===== src/srpd_consts.vh =====
`ifndef SRPD_CONSTS_VH
`define SRPD_CONSTS_VH

// ----------------------------------------
// Register offsets
// ----------------------------------------
`define SRPD_ADDR_DIVIDER    8'h18
`define SRPD_ADDR_POWER      8'h19
`define SRPD_ADDR_COUNT      8'h1A
`define SRPD_ADDR_DELAY      8'h1B
`define SRPD_ADDR_SOURCE     8'h1C
`define SRPD_ADDR_MISC       8'h1F
`define SRPD_ADDR_TRIGGER    8'h70

// ----------------------------------------
// Reset values
// ----------------------------------------
`define SRPD_RST_DIVIDER     8'h00
`define SRPD_RST_POWER       8'h44
`define SRPD_RST_COUNT       8'h02
`define SRPD_RST_DELAY       8'h00
`define SRPD_RST_SOURCE      8'h00
`define SRPD_RST_MISC        8'h00

// ----------------------------------------
// Field positions
// ----------------------------------------
`define SRPD_BIT_POWER_DOWN  7
`define SRPD_BIT_BIAS_STYLE  6
`define SRPD_BIT_INPUT_SEL   2
`define SRPD_BIT_GEN_SOURCE  1
`define SRPD_BIT_CONT_MODE   0
`define SRPD_BIT_TRIGGER     7

// Aux output change unlock pattern
`define SRPD_UNLOCK_CODE     8'h4B

// ----------------------------------------
// Timing
// ----------------------------------------
`define SRPD_DELAY_STEP_PS   509
`define SRPD_HALF_W          13

`endif


===== src/srpd_divider.v =====
`timescale 1ns/1ps
`default_nettype none
`include "srpd_consts.vh"

module srpd_divider (
  input wire mclk_in,
  input wire resetn_in,
  input wire enable_in,
  input wire [7:0] chain_code_in,
  output reg tick_out
);

  // ----------------------------------------
  // Stage decode
  // ----------------------------------------
  function [2:0] srpd_two_bit_stage;
    input [1:0] code;
    begin
      srpd_two_bit_stage = {1'b0, code} + 3'd2;
    end
  endfunction

  wire [4:0] stage_top = 5'd2 << chain_code_in[7:6];
  wire [2:0] stage_54 = srpd_two_bit_stage(chain_code_in[5:4]);
  wire [2:0] stage_3 = chain_code_in[3] ? 3'd4 : 3'd2;
  wire [2:0] stage_2 = chain_code_in[2] ? 3'd4 : 3'd2;
  wire [2:0] stage_10 = srpd_two_bit_stage(chain_code_in[1:0]);

  localparam [`SRPD_HALF_W-1:0] HALF_ONE = {{(`SRPD_HALF_W-1){1'b0}}, 1'b1};

  // Half period of the output; the fixed factor two gives the full period
  wire [`SRPD_HALF_W-1:0] half_period =
    {{(`SRPD_HALF_W-5){1'b0}}, stage_top} *
    {{(`SRPD_HALF_W-3){1'b0}}, stage_54} *
    {{(`SRPD_HALF_W-3){1'b0}}, stage_3} *
    {{(`SRPD_HALF_W-3){1'b0}}, stage_2} *
    {{(`SRPD_HALF_W-3){1'b0}}, stage_10};

  reg [`SRPD_HALF_W-1:0] count;

  // ----------------------------------------
  // Counter
  // ----------------------------------------
  always @(posedge mclk_in or negedge resetn_in) begin
    if (!resetn_in) begin
      count <= {`SRPD_HALF_W{1'b0}};
      tick_out <= 1'b0;
    end else if (!enable_in) begin
      count <= {`SRPD_HALF_W{1'b0}};
      tick_out <= 1'b0;
    end else if (count >= half_period - HALF_ONE) begin
      count <= {`SRPD_HALF_W{1'b0}};
      tick_out <= 1'b1;
    end else begin
      count <= count + HALF_ONE;
      tick_out <= 1'b0;
    end
  end

endmodule // srpd_divider
`default_nettype wire


===== src/srpd_sysref_ctrl.v =====
`timescale 1ns/1ps
`default_nettype none
`include "srpd_consts.vh"

module srpd_sysref_ctrl (
  input wire mclk_in,
  input wire resetn_in,
  input wire [7:0] reg_addr_in,
  input wire [7:0] reg_wdata_in,
  input wire reg_wr_in,
  input wire reg_rd_in,
  output reg [7:0] reg_rdata_out,
  input wire external_sysref_pin_in,
  input wire diff_sysref_in,
  input wire output_bias_force_in,
  output reg sysref_output_n_out,
  output reg sysref_crosspoint_out,
  output reg [7:0] sysref_delay_code_out,
  output wire [5:0] align_divider_out,
  output wire aux_output_change_unlock_out,
  output wire lock_pin_pll_mask_out,
  output wire four_wire_select_out,
  output wire status_pin_voltage_select_out,
  output wire serial_pin_voltage_select_out,
  output wire sysref_power_down_out
);

  localparam ST_IDLE = 2'd0;
  localparam ST_WAIT = 2'd1;
  localparam ST_RUN = 2'd2;

  // ----------------------------------------
  // Registers
  // ----------------------------------------
  reg [7:0] sysref_divider_ctrl;
  reg [7:0] sysref_power_bias_align;
  reg [7:0] sysref_pulse_count;
  reg [7:0] sysref_global_delay;
  reg [7:0] sysref_source_mode;
  reg [7:0] lock_interface_misc_ctrl;
  reg pulse_trigger_bit;

  wire sysref_power_down = sysref_power_bias_align[`SRPD_BIT_POWER_DOWN];
  wire bias_style = sysref_power_bias_align[`SRPD_BIT_BIAS_STYLE];
  wire sysref_input_choice = sysref_source_mode[`SRPD_BIT_INPUT_SEL];
  wire generation_source_select = sysref_source_mode[`SRPD_BIT_GEN_SOURCE];
  wire pulse_continuous_mode = sysref_source_mode[`SRPD_BIT_CONT_MODE];
  wire [7:0] pulse_burst_count = sysref_pulse_count;

  wire wr_trigger = reg_wr_in && (reg_addr_in == `SRPD_ADDR_TRIGGER);
  wire trig_set = wr_trigger && reg_wdata_in[`SRPD_BIT_TRIGGER];
  wire trig_clr = wr_trigger && !reg_wdata_in[`SRPD_BIT_TRIGGER];

  reg [1:0] state;
  reg [1:0] next_state;
  reg [7:0] remaining;
  reg phase;
  wire tick;
  reg burst_done;

  always @(posedge mclk_in or negedge resetn_in) begin
    if (!resetn_in) begin
      sysref_divider_ctrl <= `SRPD_RST_DIVIDER;
      sysref_power_bias_align <= `SRPD_RST_POWER;
      sysref_pulse_count <= `SRPD_RST_COUNT;
      sysref_global_delay <= `SRPD_RST_DELAY;
      sysref_source_mode <= `SRPD_RST_SOURCE;
      lock_interface_misc_ctrl <= `SRPD_RST_MISC;
    end else if (reg_wr_in) begin
      case (reg_addr_in)
        `SRPD_ADDR_DIVIDER: sysref_divider_ctrl <= reg_wdata_in;
        `SRPD_ADDR_POWER: sysref_power_bias_align <= reg_wdata_in;
        `SRPD_ADDR_COUNT: sysref_pulse_count <= reg_wdata_in;
        `SRPD_ADDR_DELAY: sysref_global_delay <= reg_wdata_in;
        `SRPD_ADDR_SOURCE: sysref_source_mode <= reg_wdata_in;
        `SRPD_ADDR_MISC: lock_interface_misc_ctrl <= reg_wdata_in;
        default: ;
      endcase
    end
  end

  // Trigger bit reads 1 while a software burst is pending or running
  always @(posedge mclk_in or negedge resetn_in) begin
    if (!resetn_in) begin
      pulse_trigger_bit <= 1'b0;
    end else if (sysref_power_down) begin
      pulse_trigger_bit <= 1'b0;
    end else if (trig_set) begin
      pulse_trigger_bit <= 1'b1;
    end else if (trig_clr || (burst_done && !pulse_continuous_mode)) begin
      pulse_trigger_bit <= 1'b0;
    end
  end

  always @(posedge mclk_in or negedge resetn_in) begin
    if (!resetn_in) begin
      reg_rdata_out <= 8'h00;
    end else if (reg_rd_in) begin
      case (reg_addr_in)
        `SRPD_ADDR_DIVIDER: reg_rdata_out <= sysref_divider_ctrl;
        `SRPD_ADDR_POWER: reg_rdata_out <= sysref_power_bias_align;
        `SRPD_ADDR_COUNT: reg_rdata_out <= sysref_pulse_count;
        `SRPD_ADDR_DELAY: reg_rdata_out <= sysref_global_delay;
        `SRPD_ADDR_SOURCE: reg_rdata_out <= sysref_source_mode;
        `SRPD_ADDR_MISC: reg_rdata_out <= lock_interface_misc_ctrl;
        `SRPD_ADDR_TRIGGER: reg_rdata_out <= {pulse_trigger_bit, 7'h00};
        default: reg_rdata_out <= 8'h00;
      endcase
    end
  end

  assign align_divider_out = sysref_power_bias_align[5:0];
  assign aux_output_change_unlock_out =
    ({sysref_source_mode[7:4], lock_interface_misc_ctrl[3:0]} == `SRPD_UNLOCK_CODE);
  assign lock_pin_pll_mask_out = lock_interface_misc_ctrl[7];
  assign four_wire_select_out = lock_interface_misc_ctrl[6];
  assign status_pin_voltage_select_out = lock_interface_misc_ctrl[5];
  assign serial_pin_voltage_select_out = lock_interface_misc_ctrl[4];
  assign sysref_power_down_out = sysref_power_down;

  // ----------------------------------------
  // External input synchronisers
  // ----------------------------------------
  reg [1:0] ext_sync;
  reg [1:0] diff_sync;
  reg [1:0] bias_sync;
  reg ext_prev;

  always @(posedge mclk_in or negedge resetn_in) begin
    if (!resetn_in) begin
      ext_sync <= 2'b00;
      diff_sync <= 2'b00;
      bias_sync <= 2'b00;
    end else begin
      ext_sync <= {ext_sync[0], external_sysref_pin_in};
      diff_sync <= {diff_sync[0], diff_sysref_in};
      bias_sync <= {bias_sync[0], output_bias_force_in};
    end
  end

  wire ext_level = sysref_input_choice ? diff_sync[1] : ext_sync[1];

  always @(posedge mclk_in or negedge resetn_in) begin
    if (!resetn_in) begin
      ext_prev <= 1'b0;
    end else begin
      ext_prev <= ext_level;
    end
  end

  wire ext_rise = ext_level && !ext_prev;

  // ----------------------------------------
  // Divider chain and pulse sequencer
  // ----------------------------------------
  srpd_divider u_divider (
    .mclk_in(mclk_in),
    .resetn_in(resetn_in),
    .enable_in(!sysref_power_down),
    .chain_code_in(sysref_divider_ctrl),
    .tick_out(tick)
  );

  // Start and keep-running requests from the chosen source
  wire start_req = generation_source_select ?
    (pulse_continuous_mode ? ext_level : ext_rise) : trig_set;
  wire keep_run = generation_source_select ? ext_level : pulse_trigger_bit;
  wire rise_tick = tick && !phase;
  wire fall_tick = tick && phase;

  always @* begin
    next_state = state;
    burst_done = 1'b0;
    case (state)
      ST_IDLE: begin
        if (start_req) begin
          next_state = ST_WAIT;
        end
      end
      ST_WAIT: begin
        if (!pulse_continuous_mode && (pulse_burst_count == 8'h00)) begin
          next_state = ST_IDLE;
          burst_done = 1'b1;
        end else if (rise_tick) begin
          next_state = ST_RUN;
        end
      end
      ST_RUN: begin
        if (fall_tick) begin
          if (pulse_continuous_mode ? !keep_run : (remaining == 8'h01)) begin
            next_state = ST_IDLE;
            burst_done = 1'b1;
          end
        end
      end
      default: next_state = ST_IDLE;
    endcase
  end

  always @(posedge mclk_in or negedge resetn_in) begin
    if (!resetn_in) begin
      state <= ST_IDLE;
      remaining <= 8'h00;
      phase <= 1'b0;
    end else if (sysref_power_down) begin
      state <= ST_IDLE;
      remaining <= 8'h00;
      phase <= 1'b0;
    end else begin
      state <= next_state;
      if (tick) begin
        phase <= !phase;
      end
      if (state == ST_WAIT && rise_tick) begin
        remaining <= pulse_burst_count;
      end else if (state == ST_RUN && fall_tick) begin
        remaining <= remaining - 8'h01;
      end
    end
  end

  // ----------------------------------------
  // Output stage
  // ----------------------------------------
  wire pulsing = (state == ST_RUN) && !bias_sync[1];

  always @(posedge mclk_in or negedge resetn_in) begin
    if (!resetn_in) begin
      sysref_output_n_out <= 1'b0;
      sysref_crosspoint_out <= 1'b1;
      sysref_delay_code_out <= 8'h00;
    end else begin
      sysref_output_n_out <= pulsing && phase;
      sysref_crosspoint_out <= !pulsing && bias_style;
      sysref_delay_code_out <= sysref_global_delay;
    end
  end

endmodule // srpd_sysref_ctrl
`default_nettype wire


===== config.mk =====
export PLATFORM = sky130hd
export DESIGN_NAME = srpd_sysref_ctrl
export DESIGN_NICKNAME = d
export VERILOG_FILES = /design/src/srpd_divider.v /design/src/srpd_sysref_ctrl.v
export VERILOG_INCLUDE_DIRS = /design/src
export SDC_FILE = /design/constraint.sdc
export NUM_CORES = 1
export LEC_CHECK = 0
export BUFFER_PORTS_ARGS = -buffer_cell sky130_fd_sc_hd__buf_2
export CAP_MARGIN = 10
export CORE_AREA = 2 2 120 122
export CTS_CLUSTER_DIAMETER = 200
export DETAILED_ROUTE_END_ITERATION = 10
export DIE_AREA = 0 0 122 124
export PLACE_DENSITY = 0.73
export SLEW_MARGIN = 20
export SYNTH_ARGS = -nofsm -noshare
export SYNTH_HDL_FRONTEND = slang
export SYNTH_SLANG_ARGS = --single-unit

===== constraint.sdc =====
create_clock -name mclk_in -period 6.7 [get_ports mclk_in]
set_input_delay 1.005 -clock mclk_in [delete_from_list [all_inputs] [get_ports mclk_in]]
set_output_delay 1.005 -clock mclk_in [all_outputs]
set_load 0.01 [all_outputs]

Yosys cells after proc, flatten, opt, wreduce, memory -nomap -nowiden
Cells that the tools add are included.
{"block": "totals", "regBits": 99, "latch_bits": 0, "ramBits": 0, "mem_bits_ro": 0, "in_bits": 23, "output_inout_bits": 30, "elab_cells": 110, "mem_count": 0}
{"block": "op_classes", "add_sub_neg": 5, "mul": 4, "n_div": 0, "magnitude_cmp": 1, "n_eq_ne": 15, "shifts": 1, "muxes": 31, "bitwise_logic": 0, "reduce_logical": 33}
{"operator": "one-hot mux 8 bit (7 select lines)", "count": 1}
{"operator": "== test 8 x 5 -> 1 bit, second input constant", "count": 6}
{"operator": "two-way mux 13 bit", "count": 2}
{"operator": "two-way mux 8 bit", "count": 3}
{"operator": "== test 8 x 7 -> 1 bit, second input constant", "count": 2}
{"operator": "two-way mux 1 bit", "count": 15}
{"operator": "adder 13 x 1 -> 13 bit, second input constant", "count": 1}
{"operator": "greater-or-equal comparator 13 bit", "count": 1}
{"operator": "logical AND 1 bit", "count": 13}
{"operator": "multiplier 11 x 3 -> 13 bit", "count": 1}
{"operator": "multiplier 13 x 3 -> 13 bit", "count": 1}
{"operator": "subtractor 13 x 1 -> 13 bit, second input constant", "count": 1}
{"operator": "two-way mux 2 bit", "count": 6}
{"operator": "AND reduction 2 bit", "count": 6}
{"operator": "multiplier 8 x 3 -> 11 bit", "count": 1}
{"operator": "inequality test 3 bit, second input constant", "count": 3}
{"operator": "== test 8 x 1 -> 1 bit, second input constant", "count": 1}
{"operator": "logical NOT 8 bit", "count": 1}
{"operator": "multiplier 5 x 3 -> 8 bit", "count": 1}
{"operator": "subtractor 8 x 1 -> 8 bit, second input constant", "count": 1}
{"operator": "logical NOT 1 bit", "count": 7}
{"operator": "adder 2 x 2 -> 3 bit, second input constant", "count": 2}
{"operator": "two-way mux 3 bit", "count": 2}
{"operator": "one-hot mux 2 bit (3 select lines)", "count": 1}
{"operator": "10 further kinds", "count": 11}

Depth between registers and ports, before layout
{"block": "depth", "word_depth": 12, "ltp_mapped": 37, "mapped_depth_nobuf": 34}

Hierarchy
Synthesis repeated with hierarchy kept, for this count alone.
{"block": "unflattened", "hier_cells": 638, "hier_area_um2": 6510.0}
{"mod": "srpd_sysref_ctrl", "instances": 1, "cells_each": 332, "area_per_inst_um2": 4006.3, "seq_area_each_um2": 2132.0}
{"mod": "srpd_divider", "instances": 1, "cells_each": 306, "area_per_inst_um2": 2503.7, "seq_area_each_um2": 350.3}

Least setup slack after synthesis
OpenSTA, ideal clock, no wires.
{"block": "synth_timing", "path_type": "flip-flop to flip-flop", "startpoint": "register sysref_divider_ctrl[6]", "endpoint": "register u_divider.count[10]", "setup_ns": 0.132, "arrival_time_ns": 7.179, "required_time_ns": 6.568, "path_slack_ns": -0.611, "path_stages_with_launch": 32, "n_path_buf": 2, "period_less_slack_ns": 7.311, "cell_sequence": "dfrtp_1 clkbuf_1 xnor2_1 nor2_1 ha_1 ha_1 fa_1 a21o_1 a21oi_1 o21ai_0 ha_1 or3_1 nand3_1 o21ai_0 ha_1 xor2_1 o21ai_0 fa_1 inv_1 ha_1 or4_1 a31oi_1 xnor2_1 xnor2_1 xnor3_1 ha_1 nand4_1 o31ai_1 a311oi_1 o21ai_0 clkbuf_1 nor2_1"}
{"block": "synth_via", "elab_chain_cells": 9}
{"element": "start: declaration", "line": "srpd_sysref_ctrl.v:35", "text": "reg [7:0] sysref_divider_ctrl;"}
{"element": "start signal: assignment", "line": "srpd_sysref_ctrl.v:63", "text": "sysref_divider_ctrl <= `SRPD_RST_DIVIDER;"}
{"element": "start signal: assignment", "line": "srpd_sysref_ctrl.v:71", "text": "`SRPD_ADDR_DIVIDER: sysref_divider_ctrl <= reg_wdata_in;"}
{"element": "left shift 2 x 2 -> 5 bit", "line": "srpd_divider.v:23", "text": "wire [4:0] stage_top = 5'd2 << chain_code_in[7:6];"}
{"element": "multiplier 5 x 3 -> 8 bit", "line": "srpd_divider.v:33", "text": "{{(`SRPD_HALF_W-5){1'b0}}, stage_top} *"}
{"element": "multiplier 8 x 3 -> 11 bit", "line": "srpd_divider.v:33"}
{"element": "multiplier 11 x 3 -> 13 bit", "line": "srpd_divider.v:33"}
{"element": "multiplier 13 x 3 -> 13 bit", "line": "srpd_divider.v:33"}
{"element": "subtractor 13 x 1 -> 13 bit", "line": "srpd_divider.v:51", "text": "end else if (count >= half_period - HALF_ONE) begin"}
{"element": "greater-or-equal comparator 13 bit", "line": "srpd_divider.v:51"}
{"element": "two-way mux 13 bit", "line": "srpd_divider.v:51"}
{"element": "two-way mux 13 bit", "line": "srpd_divider.v:48", "text": "end else if (!enable_in) begin"}
{"element": "end signal: assignment", "line": "srpd_divider.v:49", "text": "count <= {`SRPD_HALF_W{1'b0}};"}
{"element": "end signal: assignment", "line": "srpd_divider.v:52", "text": "count <= {`SRPD_HALF_W{1'b0}};"}
{"element": "end signal: assignment", "line": "srpd_divider.v:55", "text": "count <= count + HALF_ONE;"}
{"element": "end: declaration", "line": "srpd_divider.v:39", "text": "reg [`SRPD_HALF_W-1:0] count;"}
Every way passes these cells.
A chain may end at the register's enable or synchronous reset.

Worst setup path in the final report
{"block": "layout_timing", "startpoint": "register sysref_divider_ctrl[5]", "endpoint": "register u_divider.count[5]"}
{"block": "layout_via", "elab_chain_cells": 9}
{"element": "adder 2 x 2 -> 3 bit", "line": "srpd_divider.v:19", "text": "srpd_two_bit_stage = {1'b0, code} + 3'd2;"}
{"element": "multiplier 5 x 3 -> 8 bit", "line": "srpd_divider.v:33"}
{"element": "multiplier 8 x 3 -> 11 bit", "line": "srpd_divider.v:33"}
{"element": "multiplier 11 x 3 -> 13 bit", "line": "srpd_divider.v:33"}
{"element": "multiplier 13 x 3 -> 13 bit", "line": "srpd_divider.v:33"}
{"element": "subtractor 13 x 1 -> 13 bit", "line": "srpd_divider.v:51"}
{"element": "greater-or-equal comparator 13 bit", "line": "srpd_divider.v:51"}
{"element": "two-way mux 13 bit", "line": "srpd_divider.v:51"}
{"element": "two-way mux 13 bit", "line": "srpd_divider.v:48"}
Every way passes these cells.

==> summary by stage <==
STA
Summed over all failing endpoints, the final setup total negative slack is -0.952 ns. The clock arrives with 0.0112 ns of skew. Setup repair after global routing could not meet its margin everywhere. The worst path in the final design needs a cycle of 6.80 ns, including I/O delays and setup. The worst slew slack as a fraction of its limit is 36.4%. The count of endpoints failing hold in the final timing report is 0. Static timing analysis puts the maximum clock frequency at 0.147 GHz. Setup slack on the critical path of the routed design comes to -0.104 ns. For the pin with the worst max-slew slack, the measured transition is 0.954 ns. The final setup violation count is 13.

After layout, the worst path uses 102% of the clock period. The count of final max-slew check failures was 0.

Drt
Before antenna repair, the detailed router went through 4 iterations. The total wire length is 13.8 mm. The routed layout has 4683 vias. The detailed router finished its first iteration with 300 violations. The via density per instance is 5.48. In this run the remaining antenna-violating nets after routing total 0.

The detail-routed net length per standard cell is 16.2 um. The DRC violations left is 0.

Placement
The area after detailed placement is 6640 sq um. Detailed placement ended at an HPWL of 9.80 mm. The port buffer count is 52.

The routability congestion estimate from global placement is 0.872.

Synthesis
The share of the Yosys chip area taken by registers is 40.5%. The commonest register cell after synthesis is sky130_fd_sc_hd__dfrtp_1. The number of warnings issued by yosys is 0. The mapped netlist covers 6130 sq um. The largest total area in the synthesized netlist belongs to sky130_fd_sc_hd__dfrtp_1.

After synthesis the netlist holds a flip-flop and latch count of 99. A synthesized cell averages 10.2 sq um. The number of instances in the synthesized netlist is 599. The area share of the leading cell type in the synthesized netlist is 38.8%. The number of enable-type register cells in the synthesized netlist is 0. The post-synthesis cell type count is 59. The post-synthesis async set-or-reset flop share is 100%. By area the synthesized netlist is led by sky130_fd_sc_hd__dfrtp_1 39%, sky130_fd_sc_hd__mux2_2 10%, sky130_fd_sc_hd__ha_1 8.8%.

Setup path
Data arrives at the worst endpoint at 7.03 ns. On the critical path, the stage with the largest delay is an instance of sky130_fd_sc_hd__fa_1. For this run, the slowest stage of the critical path takes 0.55 ns.

The worst setup path is of the reg2reg kind. The worst setup path is captured at a register. In this run the worst path has a maximum fanout of 7.

For the worst setup path, the data required time is 6.93 ns. STA classifies the critical path startpoint as a register.

Clock network
The clock slew seen by the registers of the worst setup and hold paths is 0.07 ns. The maximum root-to-sink buffer count is 2. The master cell of the clock root buffer is sky130_fd_sc_hd__clkbuf_16.

For this design, the sink count on the clock tree is 99. The post-cts hold buffer count is 0. The number of buffers added by the clock tree synthesis step is 9. Clock latency on the worst-skew pair, taken at its later pin, is 0.35 ns. The count of H-tree levels built during CTS is 3. The TritonCTS clock tree is yes.

Outcome
The run finished, with violations left. The final reports fail on setup timing.

Pwr
The power density over the cells is 247 nW/um^2. IR analysis of the VDD net gives a maximum drop of 0.146 mV. The standby leakage power is 0.00351 uW.

Global route
The number of global-route vias before repair came to 4603. The number of antenna violations at the first check in global routing is 0. The global router's overall resource usage is 18.6%. The first global-routing pass estimated 22.3 mm of wire. The maximum number of pins on one net before global-route repair is 79.

The total congestion overflow after global routing is 0.

Cells and area
The share of the core filled with cells is 52.9%. 0 antenna diodes ended up in the layout. The count of nets after finishing is 745. The area growth from synthesis to final layout is 18.3%. The leading cell type in the layout, fill and taps excluded is sky130_fd_sc_hd__dfrtp_1.

The share of layout cells above drive strength 1 is 29.8%. The finished cells cover 7260 sq um. The number of fill cells in the layout is 1162.

The library cells used most frequently in the layout, excluding fill and tap cells, are 92 x sky130_fd_sc_hd__dfrtp_1, 57 x sky130_fd_sc_hd__mux2_2, 51 x sky130_fd_sc_hd__buf_2.

Die
For this design the top-level I/O count stands at 53. Once the floorplan was initialized, standard cells occupied 44.7% of the core. The number of placement rows is 43. The area of the core is 13700 sq um. From bottom edge to top edge, the die measures 124 um. The die is 122 um wide. The total die area is 15100 sq um.

Min path
The min-delay analysis places its worst path in the category reg2reg.

Flow run
Max-cap violations in this run came to 0.
-- per-layer routing --
layer  track usage [%]  wire length, um
met3              4.30              589
met2              31.6             7060
met5                 0                0
met1              23.9             5900
met4              5.60              268
-- worst paths after layout --
kind,start,end,slack [ns],cells after the start
min in group asynchronous,resetn_in,bias_sync[0]$_DFF_PN0_,0.53,1
min,bias_sync[0]$_DFF_PN0_,bias_sync[1]$_DFF_PN0_,0.35,0
max,sysref_divider_ctrl[5]$_DFFE_PN0P_,u_divider.count[5]$_DFF_PN0_,-0.10,29
min reg2reg,bias_sync[0]$_DFF_PN0_,bias_sync[1]$_DFF_PN0_,0.35,0
max reg2reg,sysref_divider_ctrl[5]$_DFFE_PN0P_,u_divider.count[5]$_DFF_PN0_,-0.10,29
max in group asynchronous,resetn_in,sysref_divider_ctrl[7]$_DFFE_PN0P_,4.90,2
-- worst max-delay path: cells and delay by family, from the launching register on --
family          cells  cell delay (ns)
flops               1             0.45
simple gates        5             0.79
xor+xnor            7             1.29
mux                 2             0.39
fa+ha+maj           8             2.70
buf+inv             2             0.28
compound gates      5             0.78
-- Yosys cell counts (all sizes together) (10+ instances only) --
cell type,count
o22ai,10
o21ai,16
nand2,42
ha,43
dfrtp,95
mux2,58
xnor2,21
nand3,15
clkbuf,19
xor2,16
a22oi,15
a21oi,17
inv,45
nor2,46
-- power breakdown --
group          total [uW]  switching [uW]  internal [uW]
Sequential            705            58.4            647
Combinational         555             287            268
Clock                 534             236            298
Total                1790             582           1210
-- flip-flops by register name (all words and copies together) (netlist names), 8 cells and up --
signal and flops:
reg_rdata_out 8, sysref_power_bias_align 8, sysref_source_mode 8, sysref_delay_code_out 8, remaining 8, u_divider.count 13
pulse_burst_count 8, lock_interface_misc_ctrl 8, sysref_divider_ctrl 8, sysref_global_delay 8
-- logic make-up after synthesis --
logic type               synth area share [%]
AND/OR/NAND/NOR                          13.6
AO/OA/AOI/OAI                            12.1
flip-flops                               40.5
buffers and inverters                    4.71
multiplexers                             11.8
adder cells (fa/ha/maj)                  11.7
XOR/XNOR                                 5.65
other                                  0.0611
-- layout make-up --
cell class	count	area, sq um	area share [%]
multi-input cells	438	3610	49.8
flip-flops and latches	99	2490	34.3
repair buffers	77	450	6.21
clock buffers	10	229	3.16
well taps	180	225	3.10
inverters	45	169	2.33
clock inverters	6	82.6	1.14
-- repair_timing --
item,4_1_cts,5_1_grt
setup endpoints to repair,14,14
cloned,1,0
pin swaps,32,35
buffers inserted,8,8
resized for setup,20,22
-- stage by stage --
stage / cells / hold WS (ns) / total power [uW] / worst slack (ns)
final: 855 / 0.351 / 1790 / -0.104
after global routing: 855 / 0.355 / 1910 / -0.384
after CTS: 847 / 0.352 / 1770 / -0.135
after detailed placement: 822 / 0.337 / 1200 / -0.211
after global placement: 822 / 0.337 / 1170 / 0.0721
after floorplan: 608 / 0.331 / 1080 / 0.0340
Power figures use the tool's default switching activity.
